===== config.mk =====
export PLATFORM = sky130hd
export DESIGN_NAME = ssa_regs
export DESIGN_NICKNAME = d
export VERILOG_FILES = /design/src/core/ssa_pkg.sv /design/src/core/ssa_regs.sv
export VERILOG_INCLUDE_DIRS = /design/src /design/src/core
export SDC_FILE = /design/constraint.sdc
export NUM_CORES = 1
export LEC_CHECK = 0
export ABC_AREA = 1
export BUFFER_PORTS_ARGS = -buffer_cell sky130_fd_sc_hd__buf_2
export CAP_MARGIN = 20
export CORE_MARGIN = 10
export CORE_UTILIZATION = 28
export CTS_CLUSTER_SIZE = 40
export DETAILED_ROUTE_END_ITERATION = 7
export HOLD_SLACK_MARGIN = 0.15
export SLEW_MARGIN = 20
export SYNTH_ARGS = -nofsm -noshare
export SYNTH_HDL_FRONTEND = slang
export SYNTH_SLANG_ARGS = --single-unit
export TNS_END_PERCENT = 5

===== constraint.sdc =====
create_clock -name i_core_clk -period 6.6 [get_ports i_core_clk]
set_input_delay 0.99 -clock i_core_clk [delete_from_list [all_inputs] [get_ports i_core_clk]]
set_output_delay 0.99 -clock i_core_clk [all_outputs]
set_load 0.05 [all_outputs]

===== src/core/ssa_params.svh =====
// Purpose: Offsets, field positions, reset values and timing counts of the
//          stream attribute status registers.
// Assumes: Byte offsets on a 12-bit register port, one 32-bit word each.
// Notes:   Definitions only.
`ifndef SSA_PARAMS_SVH
`define SSA_PARAMS_SVH

// Register byte offsets
`define SSA_OFF_S3_FMT     12'h5A8
`define SSA_OFF_S3_FLAGS   12'h5AC
`define SSA_OFF_S3_M       12'h5B0
`define SSA_OFF_S3_N       12'h5B4
`define SSA_OFF_S3_BLANK_ID 12'h5B8
`define SSA_OFF_S4_HRES    12'h5C0
`define SSA_OFF_S4_HSPOL   12'h5C4
`define SSA_OFF_S4_HSWIDTH 12'h5C8
`define SSA_OFF_S4_HSTART  12'h5CC
`define SSA_OFF_S4_HTOTAL  12'h5D0
`define SSA_OFF_S4_VHEIGHT 12'h5D4
`define SSA_OFF_S4_VSPOL   12'h5D8
`define SSA_OFF_S4_VSWIDTH 12'h5DC
`define SSA_OFF_S4_VSTART  12'h5E0
`define SSA_OFF_S4_VTOTAL  12'h5E4

// Colour format fields
`define SSA_FMT_DEPTH_HI   7
`define SSA_FMT_DEPTH_LO   5
`define SSA_FMT_COLORIM    4
`define SSA_FMT_QRANGE     3
`define SSA_FMT_COMP_HI    2
`define SSA_FMT_COMP_LO    1
`define SSA_FMT_CLKMODE    0

// Secondary flags fields
`define SSA_FLG_RSVD_HI    6
`define SSA_FLG_RSVD_LO    3
`define SSA_FLG_STEREO_HI  2
`define SSA_FLG_STEREO_LO  1
`define SSA_FLG_EVEN       0

// Reset values and unmapped answer
`define SSA_RST_VAL        32'h0000_0000
`define SSA_UNMAPPED_VAL   32'h0000_0000

// Cycles from read request to read data
`define SSA_READ_LATENCY   1

`endif


===== src/core/ssa_pkg.sv =====
// Purpose: Types of the stream attribute status registers.
// Assumes: Attribute packets arrive already parsed, one whole packet per cycle.
// Notes:   Stream numbers are 3 bits wide.
package ssa_pkg;

  // Component format encodings
  typedef enum logic [1:0] {
    SSA_COMP_RGB = 2'h0,
    SSA_COMP_422 = 2'h1,
    SSA_COMP_444 = 2'h2,
    SSA_COMP_RSV = 2'h3
  } ssa_comp_fmt_t;

  // One parsed main stream attribute packet
  typedef struct packed {
    logic [2:0]  stream;
    logic [7:0]  colour_format_attribute;
    logic [7:0]  secondary_flags_attribute;
    logic [23:0] clock_recovery_m;
    logic [23:0] clock_recovery_n;
    logic [15:0] hres;
    logic        hspol;
    logic [14:0] hswidth;
    logic [15:0] hstart;
    logic [15:0] htotal;
    logic [15:0] vheight;
    logic        vspol;
    logic [14:0] vswidth;
    logic [15:0] vstart;
    logic [15:0] vtotal;
  } ssa_attr_pkt_t;

  // One received vertical blanking identifier
  typedef struct packed {
    logic [2:0] stream;
    logic [7:0] vertical_blanking_identifier;
  } ssa_blank_id_t;

  // Register port request
  typedef struct packed {
    logic        rd;
    logic        wr;
    logic [11:0] addr;
    logic [31:0] wdata;
  } ssa_req_t;

endpackage


===== src/core/ssa_regs.sv =====
// Purpose: Read-only status registers holding the received main stream
//          attributes of stream 3 (tail) and stream 4 (timing).
// Assumes: Packet and blanking identifier inputs are parsed elsewhere, synchronous to
//          i_core_clk; one read answer per request, one cycle later.
// Notes:   Writes are accepted and dropped; unmapped reads return zero.
`timescale 1ns/1ps
`default_nettype none
`include "ssa_params.svh"

module ssa_regs
  import ssa_pkg::*;
#(
  parameter logic [2:0] TAIL_STREAM = 3'h3,
  parameter logic [2:0] TIMING_STREAM = 3'h4
) (
  input wire logic i_core_clk,
  input wire logic i_rst,
  input wire logic i_ce,
  input wire logic i_pkt_valid,
  input wire ssa_attr_pkt_t i_pkt,
  input wire logic i_blank_id_valid,
  input wire ssa_blank_id_t i_blank_id,
  input wire ssa_req_t i_req,
  output logic [31:0] o_rd_data,
  output logic o_rd_valid
);

  // Elaboration check: the two register groups must face distinct streams
  if (TAIL_STREAM == TIMING_STREAM) begin : g_bad_streams
    $error("ssa_regs: TAIL_STREAM and TIMING_STREAM must differ");
  end

  // Stream 3 tail registers
  logic [7:0] s3_fmt;
  logic [2:0] s3_flags_lo;
  logic s3_flags_hi;
  logic [23:0] s3_m;
  logic [23:0] s3_n;
  logic [7:0] s3_blank_id;
  // Stream 4 timing registers
  logic [15:0] s4_hres;
  logic s4_hspol;
  logic [14:0] s4_hswidth;
  logic [15:0] s4_hstart;
  logic [15:0] s4_htotal;
  logic [15:0] s4_vheight;
  logic s4_vspol;
  logic [14:0] s4_vswidth;
  logic [15:0] s4_vstart;
  logic [15:0] s4_vtotal;

  logic take_s3;
  logic take_s4;
  logic take_blank_id;
  logic [31:0] next_rd_data;

  // Packets are steered only to the group of their own stream
  assign take_s3 = i_ce && i_pkt_valid && (i_pkt.stream == TAIL_STREAM);
  assign take_s4 = i_ce && i_pkt_valid && (i_pkt.stream == TIMING_STREAM);
  assign take_blank_id = i_ce && i_blank_id_valid && (i_blank_id.stream == TAIL_STREAM);

  // Stream 3 colour format, flags and clock recovery values
  always_ff @(posedge i_core_clk or posedge i_rst) begin
    if (i_rst) begin
      s3_fmt <= 8'h00;
      s3_flags_hi <= 1'b0;
      s3_flags_lo <= 3'h0;
      s3_m <= 24'h00_0000;
      s3_n <= 24'h00_0000;
    end else if (take_s3) begin
      s3_fmt <= i_pkt.colour_format_attribute;
      s3_flags_hi <= i_pkt.secondary_flags_attribute[7];
      s3_flags_lo <= i_pkt.secondary_flags_attribute[2:0];
      s3_m <= i_pkt.clock_recovery_m;
      s3_n <= i_pkt.clock_recovery_n;
    end
  end

  // Latest blanking identifier of stream 3
  always_ff @(posedge i_core_clk or posedge i_rst) begin
    if (i_rst) begin
      s3_blank_id <= 8'h00;
    end else if (take_blank_id) begin
      s3_blank_id <= i_blank_id.vertical_blanking_identifier;
    end
  end

  // Stream 4 horizontal timing
  always_ff @(posedge i_core_clk or posedge i_rst) begin
    if (i_rst) begin
      s4_hres <= 16'h0000;
      s4_hspol <= 1'b0;
      s4_hswidth <= 15'h0000;
      s4_hstart <= 16'h0000;
      s4_htotal <= 16'h0000;
    end else if (take_s4) begin
      s4_hres <= i_pkt.hres;
      s4_hspol <= i_pkt.hspol;
      s4_hswidth <= i_pkt.hswidth;
      s4_hstart <= i_pkt.hstart;
      s4_htotal <= i_pkt.htotal;
    end
  end

  // Stream 4 vertical timing
  always_ff @(posedge i_core_clk or posedge i_rst) begin
    if (i_rst) begin
      s4_vheight <= 16'h0000;
      s4_vspol <= 1'b0;
      s4_vswidth <= 15'h0000;
      s4_vstart <= 16'h0000;
      s4_vtotal <= 16'h0000;
    end else if (take_s4) begin
      s4_vheight <= i_pkt.vheight;
      s4_vspol <= i_pkt.vspol;
      s4_vswidth <= i_pkt.vswidth;
      s4_vstart <= i_pkt.vstart;
      s4_vtotal <= i_pkt.vtotal;
    end
  end

  // Address decode to a read word; narrow fields sit low, upper bits zero
  function automatic logic [31:0] read_word(input logic [11:0] addr);
    logic [31:0] w;
    w = `SSA_UNMAPPED_VAL;
    case (addr)
      `SSA_OFF_S3_FMT: w = {24'h00_0000, s3_fmt};
      `SSA_OFF_S3_FLAGS: w = {24'h00_0000, s3_flags_hi, 4'h0, s3_flags_lo};
      `SSA_OFF_S3_M: w = {8'h00, s3_m};
      `SSA_OFF_S3_N: w = {8'h00, s3_n};
      `SSA_OFF_S3_BLANK_ID: w = {24'h00_0000, s3_blank_id};
      `SSA_OFF_S4_HRES: w = {16'h0000, s4_hres};
      `SSA_OFF_S4_HSPOL: w = {31'h0000_0000, s4_hspol};
      `SSA_OFF_S4_HSWIDTH: w = {17'h0_0000, s4_hswidth};
      `SSA_OFF_S4_HSTART: w = {16'h0000, s4_hstart};
      `SSA_OFF_S4_HTOTAL: w = {16'h0000, s4_htotal};
      `SSA_OFF_S4_VHEIGHT: w = {16'h0000, s4_vheight};
      `SSA_OFF_S4_VSPOL: w = {31'h0000_0000, s4_vspol};
      `SSA_OFF_S4_VSWIDTH: w = {17'h0_0000, s4_vswidth};
      `SSA_OFF_S4_VSTART: w = {16'h0000, s4_vstart};
      `SSA_OFF_S4_VTOTAL: w = {16'h0000, s4_vtotal};
      default: w = `SSA_UNMAPPED_VAL;
    endcase
    return w;
  endfunction

  // Read word for the current request
  always_comb begin
    next_rd_data = read_word(i_req.addr);
  end

  // Read answer one cycle after the request; writes leave no trace
  always_ff @(posedge i_core_clk or posedge i_rst) begin
    if (i_rst) begin
      o_rd_data <= `SSA_RST_VAL;
      o_rd_valid <= 1'b0;
    end else if (i_ce) begin
      o_rd_valid <= i_req.rd;
      if (i_req.rd) begin
        o_rd_data <= next_rd_data;
      end
    end
  end
endmodule // ssa_regs
`default_nettype wire


* After elaboration in Yosys (flattened, before gate mapping)
Index checks and enable logic that the tools add are counted.
Word-level totals: input port bits 257, output and inout port bits 33, flip-flop bits (word level) 229, logic and storage cells 43
Operators by class: mux-type cells 1, eq/ne operators 18, reduce and logical (&&, ||, !) cells 6
Operators by type and width (count):
- $pmux 24 s15 | 1
- $eq 12x11->1 const B | 15
- $eq 3x2->1 const B | 2
- $logic_and 1x1->1 | 5
- $eq 3x3->1 const B | 1
- $reduce_and 2->1 | 1

* Depth between registers and ports, before layout
Gate-level depths: netlist of run 1.
depth after elaboration 2, gate-level depth with buffers 13, depth with buffers taken out 12

* Least setup slack after synthesis of run 1
OpenSTA, ideal clock, no wires.
path type input to register, start point input port i_req[42] in the netlist's numbering, end point register o_rd_data[10], path slack 4.587 ns, library setup time 0.066 ns, arrival time 1.947 ns, path buffers 2, stages 10, path through nand2_1 -> nor2_2 -> buf_4 -> buf_4 -> nand2_2 -> o21ai_0 -> nor2_1 -> nand3_1 -> nand2_1 -> nand2_1
Between the ends: cells in the longest elaborated chain, start to end 2, elaborated cells between the ends (all ways) 16, classes of those cells eq/ne (15); mux (1)
RTL lines:
- start, declared | line ssa_regs.sv:23 | input wire ssa_req_t i_req,
- $eq 12x11->1 | line ssa_regs.sv:126 | case (addr)
- $pmux 24 s15 (*) | line ssa_regs.sv:126
- end signal, assigned | line ssa_regs.sv:155 | o_rd_data <= `SSA_RST_VAL;
- end signal, assigned | line ssa_regs.sv:160 | o_rd_data <= next_rd_data;
- end, declared | line ssa_regs.sv:24 | output logic [31:0] o_rd_data,
Every way passes the cells marked *; elsewhere a longest branch is shown, timed or not. A chain may end at the register's enable or synchronous reset.

* Worst setup path in the final report of run 1
start point input port i_ce, end point register s4_vtotal[8]
Between the ends: cells in the longest elaborated chain, start to end 2
RTL lines:
- start, declared | line ssa_regs.sv:18 | input wire logic i_ce,
- $logic_and 1x1->1 (2 in series) | line ssa_regs.sv:59 | assign take_s4 = i_ce && i_pkt_valid && (i_pkt.stream == TIMING_STREAM);
- end signal, assigned | line ssa_regs.sv:118 | s4_vtotal <= i_pkt.vtotal;
- end, declared | line ssa_regs.sv:50 | logic [15:0] s4_vtotal;
No other way between the ends.

==> impl_metrics.json, run 1 <==
{
  "yosysMostFrequentCell": "dfrtp_1",
  "synth_compound_area_frac": 0.05466,
  "rsz0062_at_grt": "no",
  "final_cell_count_no_fill": 1798,
  "drv_cap": 0,
  "fmax_mhz": 392.5,
  "status": "complete, no violations",
  "yosysUniqueCellTypes": 30,
  "ys_seq_area_frac": 0.5369,
  "synth_edf_count": 0,
  "core_um2": 36430,
  "synth_top_family_by_area": "simple AND/OR/NAND/NOR gates",
  "path_class": "in -> reg",
  "drc": 0,
  "max-vdd-ir-drop_mv": 0.1741,
  "slew_headroom": 0.2815,
  "area_delta_synth_final_pct": 24.76,
  "cp_num_buf_inv": 2,
  "crit_family": "simple AND/OR/NAND/NOR gates",
  "finalHoldViolCount": 0,
  "syn_area_per_cell_um2": 9.599,
  "hold_buffers": 0,
  "wl_mm": 34.83,
  "crit_chain": "buf_2, nand2_1, nor2_1, nand3_4, buf_4, mux2_2",
  "rows": 70,
  "skew_ns": 0.02611,
  "cp_max_fo": 67,
  "leakage_nw": 6.565,
  "synth_cells": 1073,
  "vias": 8326,
  "gp_congestion": 0.7917,
  "num-nets-final": 1563,
  "fp.dieH_um": 211.8,
  "p_per_area_nw_per_um2": 288.7,
  "slew_viol_final": 0,
  "drt_iter0_markers": 493,
  "layout-drive-gt1-share": 0.3517,
  "endpoint_kind": "flip-flop",
  "grt_pass1_wl_mm": 52.33,
  "viasPerCell": 4.631,
  "cts_repair_resize_count": 0,
  "grtUsageTotal": 0.1520,
  "synthMuxAreaShare": 0.1432,
  "h-tree-depth": 1,
  "path_clk_slew_ns": 0.06,
  "crit_slowest_cell": "buf_4",
  "synthArstFlopShare": 1.000,
  "synth-simple-area-share": 0.1976,
  "dp_slack_ns": 3.464,
  "clock-sinks": 221,
  "cts_buffer_depth": 3,
  "synth_seq_cells": 221,
  "finalHoldWorstSlack_ns": 0.4205,
  "period_needed_ns": 2.548,
  "antenna_found_initial": 9,
  "critical-path-max-stage-delay_ns": 0.59,
  "cts_buffers": 27,
  "ios": 290,
  "setup_slack_ns": 4.052,
  "ys.flop_type": "dfrtp_1",
  "tns_ns": 0,
  "grt_pass1_vias": 8830,
  "root_buffer": "clkbuf_16",
  "antenna_left": 0,
  "ys_top_cells_by_area": "dfrtp_1, mux2_2, nand2_1",
  "synthAdderAreaFrac": 0,
  "port_buffers": 244,
  "tightest_slew_ns": 1.071,
  "fin_crit_sh": 0.3860,
  "hpwl_mm": 25.86,
  "dpl.cell_count": 1744,
  "synth_xor_area_frac": 0,
  "design_area_um2": 12850,
  "required_ns": 7.03,
  "startpoint_type": "input port",
  "syn-cell-area_um2": 10300,
  "first_pass_iters": 5,
  "setup_viol": 0,
  "synth_top_area_frac": 0.5369,
  "worstSkewPairLatency_ns": 0.55,
  "die_width_um": 211.8,
  "synth_commonest_cells": "dfrtp_1, nand2_1, nor2_1",
  "initial_core_util": 0.2827,
  "yosys_warnings": 0,
  "wl_per_cell_um": 19.37,
  "placed_area_um2": 11910,
  "arrival_ns": 2.98,
  "yosys.area.top_type": "dfrtp_1",
  "cts_tree": "built",
  "grt_overflow": 0,
  "die_area_um2": 44860,
  "grt_max_degree": 95,
  "postCtsSetupRepairBufs": 0,
  "min_path_type": "in -> async"
}
## power breakdown
part           total, W  internal [W]  switching (W)
combinational  0.000439      0.000228       0.000210
clock           0.00153      0.000924       0.000605
sequential      0.00174       0.00162       0.000118
## layer usage
layer	global-route usage	share of wire	vias to the layer above
li1	-	-	3995
met1	0.1975	0.45	4011
met2	0.2447	0.46	262
met3	0.03712	0.067	54
met4	0.04587	0.025	4
met5	0	0.00057	-
## worst paths after layout
path,slack [ns],endpoint,cells past startpoint,from
max,4.05,s4_vtotal[8]$_DFFE_PP0P_,6,i_ce
min,0.42,o_rd_valid$_DFFE_PP0P_,2,i_rst
max reg2reg,5.25,o_rd_data[1]$_DFFE_PP0P_,8,s4_htotal[1]$_DFFE_PP0P_
min reg2reg,0.47,o_rd_data[8]$_DFFE_PP0P_,2,o_rd_data[8]$_DFFE_PP0P_
max in group asynchronous,4.72,s4_vswidth[12]$_DFFE_PP0P_,4,i_rst
min in group i_core_clk,0.47,o_rd_data[8]$_DFFE_PP0P_,2,o_rd_data[8]$_DFFE_PP0P_
## kinds of logic after synthesis
logic type | after synthesis
and+or+nand+nor | 456
AOI/OAI and AO/OA | 110
DFF | 221
muxes | 131
buffers and inverters | 154
other | 1
## metrics by stage
stage	utilization	power, W
2_1_floorplan	-	0.002041
3_3_place_gp	0.3269	0.002180
3_5_place_dp	0.3269	0.002209
4_1_cts	0.3518	0.003760
5_1_grt	0.3524	0.003890
6_report	0.3527	0.003710
## state kept, by name, summed over array words and instances (netlist names)
register / flops
s4_hres: 16
s3_m: 24
s3_n: 24
s3_blank_id: 8
s3_flags_lo: 3
s4_vstart: 16
s4_vswidth: 15
s4_vtotal: 16
s3_fmt: 8
s4_hswidth: 15
s4_htotal: 16
s4_hspol: 1
s4_vspol: 1
s3_flags_hi: 1
s4_vheight: 16
o_rd_data: 24
o_rd_valid: 1
s4_hstart: 16
## placed cells by master (no fill, tap or decap), drive strengths merged, types with 5 or more instances in the layout
master,count
buf,258
dfrtp,221
nand2,177
nor2,150
mux2,131
nand3,100
inv,92
a21oi,63
o21ai,39
clkbuf,37
nand4,25
conb,8
o22ai,7
clkinv,6
diode,5
## layout make-up
class	count	area [µm²]
Timing Repair Buffer	258	1339
Clock inverter	11	142.6
Antenna cell	5	12.51
Sequential cell	221	5530
Clock buffer	37	763.2
Multi-Input combinational cell	705	4124
Inverter	93	352.8
Tap cell	468	585.6
Fill cell	3790	23590
Note: power is estimated with default switching activity, not from simulation.
==> run 2: changes to the inputs <==
Clock period 6.6 ns to 2.25 ns, I/O delays scaled along.
==> impl_metrics.json, run 2 (synthesis gave the netlist of run 1 again) <==
{
  "finalHoldViolCount": 0,
  "max-vdd-ir-drop_mv": 0.5240,
  "tightest_slew_ns": 0.5600,
  "drc": 0,
  "grt_overflow": 0,
  "slew_headroom": 0.6262,
  "status": "complete, no violations",
  "arrival_ns": 2.23,
  "grt_pass1_vias": 9694,
  "cts_repair_resize_count": 0,
  "p_comb_frac": 0.146,
  "cts_buffer_depth": 3,
  "area.sequential_um2": 5530,
  "slew_viol_final": 0,
  "wl_mm": 37.02,
  "final_cell_count_no_fill": 2012,
  "finalHoldWorstSlack_ns": 0.2788,
  "hold_path_depth": 4,
  "root_buffer": "clkbuf_16",
  "viasPerCell": 4.612,
  "die_area_um2": 44860,
  "n_fill_cell": 3454,
  "path_class": "in -> reg",
  "internal_power_w": 0.008201,
  "grt_max_degree": 95,
  "dpl.cell_count": 1765,
  "rsz0062_at_grt": "no",
  "placed_area_um2": 12210,
  "drv_cap": 0,
  "design_area_um2": 15040,
  "grtUsageTotal": 0.1631,
  "cp_max_fo": 63,
  "vias": 9280,
  "cts_buffers": 26,
  "layout-drive-gt1-share": 0.3102,
  "drt_iter0_markers": 540,
  "worstSkewPairLatency_ns": 0.54,
  "die_width_um": 211.8,
  "ios": 290,
  "rows": 70,
  "first_pass_iters": 5,
  "clock-sinks": 221,
  "path_clk_slew_ns": 0.06,
  "initial_core_util": 0.2827,
  "top_regs": "o_rd_data x24, s3_m x24, s3_n x24",
  "port_buffers": 244,
  "multiInputGateArea_um2": 4124,
  "h-tree-depth": 1,
  "switching_share": 0.2472,
  "required_ns": 2.67,
  "postCtsSetupRepairBufs": 0,
  "wl_per_cell_um": 18.40,
  "endpoint_kind": "flip-flop",
  "leakage_nw": 7.507,
  "antenna_found_initial": 3,
  "fmax_mhz": 553.5,
  "core_um2": 36430,
  "total_power_w": 0.01089,
  "seq_power_share": 0.470,
  "min_path_type": "in -> reg",
  "power_frac_clock": 0.384,
  "gp_congestion": 0.8361,
  "antenna_left": 0,
  "reg2regPathDepth": 6,
  "final_common_cell": "buf_2",
  "startpoint_type": "input port",
  "area_delta_synth_final_pct": 46.00,
  "fin_crit_sh": 0.8030,
  "mostFrequentLayoutCells": "buf_2, dfrtp_1, dlygate4sd3_1, nand2_1",
  "fp.dieH_um": 211.8,
  "period_needed_ns": 1.807,
  "p_per_area_nw_per_um2": 724.4,
  "hpwl_mm": 26.30,
  "skew_ns": 0.01661,
  "num-nets-final": 1780,
  "grt_pass1_wl_mm": 56.75,
  "setup_viol": 0,
  "p_sw_w": 0.002693,
  "cts_tree": "built"
}
[run 2: routing by layer]
metal | share of wire | track usage | vias up | wire length (µm)
met4 | 0.020 | 0.03620 | 2 | 742
met5 | 0.00027 | 0 | - | 10
li1 | - | - | 4432 | -
met3 | 0.071 | 0.03786 | 62 | 2619
met2 | 0.48 | 0.2770 | 281 | 17910
met1 | 0.43 | 0.2059 | 4503 | 15730
[run 2: worst paths after layout]
path / startpoint / endpoint / slack [ns]
setup / recovery: i_ce / s4_vstart[6]$_DFFE_PP0P_ / 0.44
hold / removal: i_req[45] / o_rd_valid$_DFFE_PP0P_ / 0.28
setup reg to reg: s4_vtotal[11]$_DFFE_PP0P_ / o_rd_data[11]$_DFFE_PP0P_ / 1.01
hold reg to reg: o_rd_data[15]$_DFFE_PP0P_ / o_rd_data[15]$_DFFE_PP0P_ / 0.47
max in group asynchronous: i_rst / s4_hswidth[0]$_DFFE_PP0P_ / 1.17
min in group asynchronous: i_rst / o_rd_valid$_DFFE_PP0P_ / 0.33
[run 2: power by group through the flow]
stage / registers, W / clock network (W) / logic (W)
6_report: 0.00512 / 0.00418 / 0.00159
5_1_grt: 0.00520 / 0.00448 / 0.00178
4_1_cts: 0.00511 / 0.00431 / 0.00160
3_5_place_dp: 0.00518 / 0 / 0.00132
3_3_place_gp: 0.00515 / 0 / 0.00127
2_1_floorplan: 0.00508 / 0 / 0.000911
[run 2: through the flow]
stage / utilization / setup TNS (ns) / setup WS, ns
finish: 0.4127 / 0 / 0.4432
global route: 0.4126 / 0 / 0.3565
CTS: 0.4125 / 0 / 0.4476
detailed placement: 0.3350 / 0 / 0.1716
global placement: 0.3350 / 0 / 0.2023
floorplan: - / -214.27 / -0.9696
[run 2: final cells by class]
cell class | instances | area share
inverter | 93 | 0.02346
clock buffer | 42 | 0.05059
timing repair buffer | 476 | 0.2391
sequential | 221 | 0.3678
multi-input combinational | 705 | 0.2742
antenna | 3 | 0.0004992
tap | 468 | 0.03894
clock inverter | 4 | 0.005408
[run 2: what timing repair did]
action,CTS,global route
endpoints found under the hold margin,265,0
hold buffers,198,0
setup endpoints to repair,0,0
[run 2: critical path: stages]
cell and delay [ns]:
dlygate4sd3_1 0.52, buf_2 0.13, nand2_1 0.07, nor2_1 0.17, nand3_4 0.32, buf_12 0.33, mux2_2 0.31
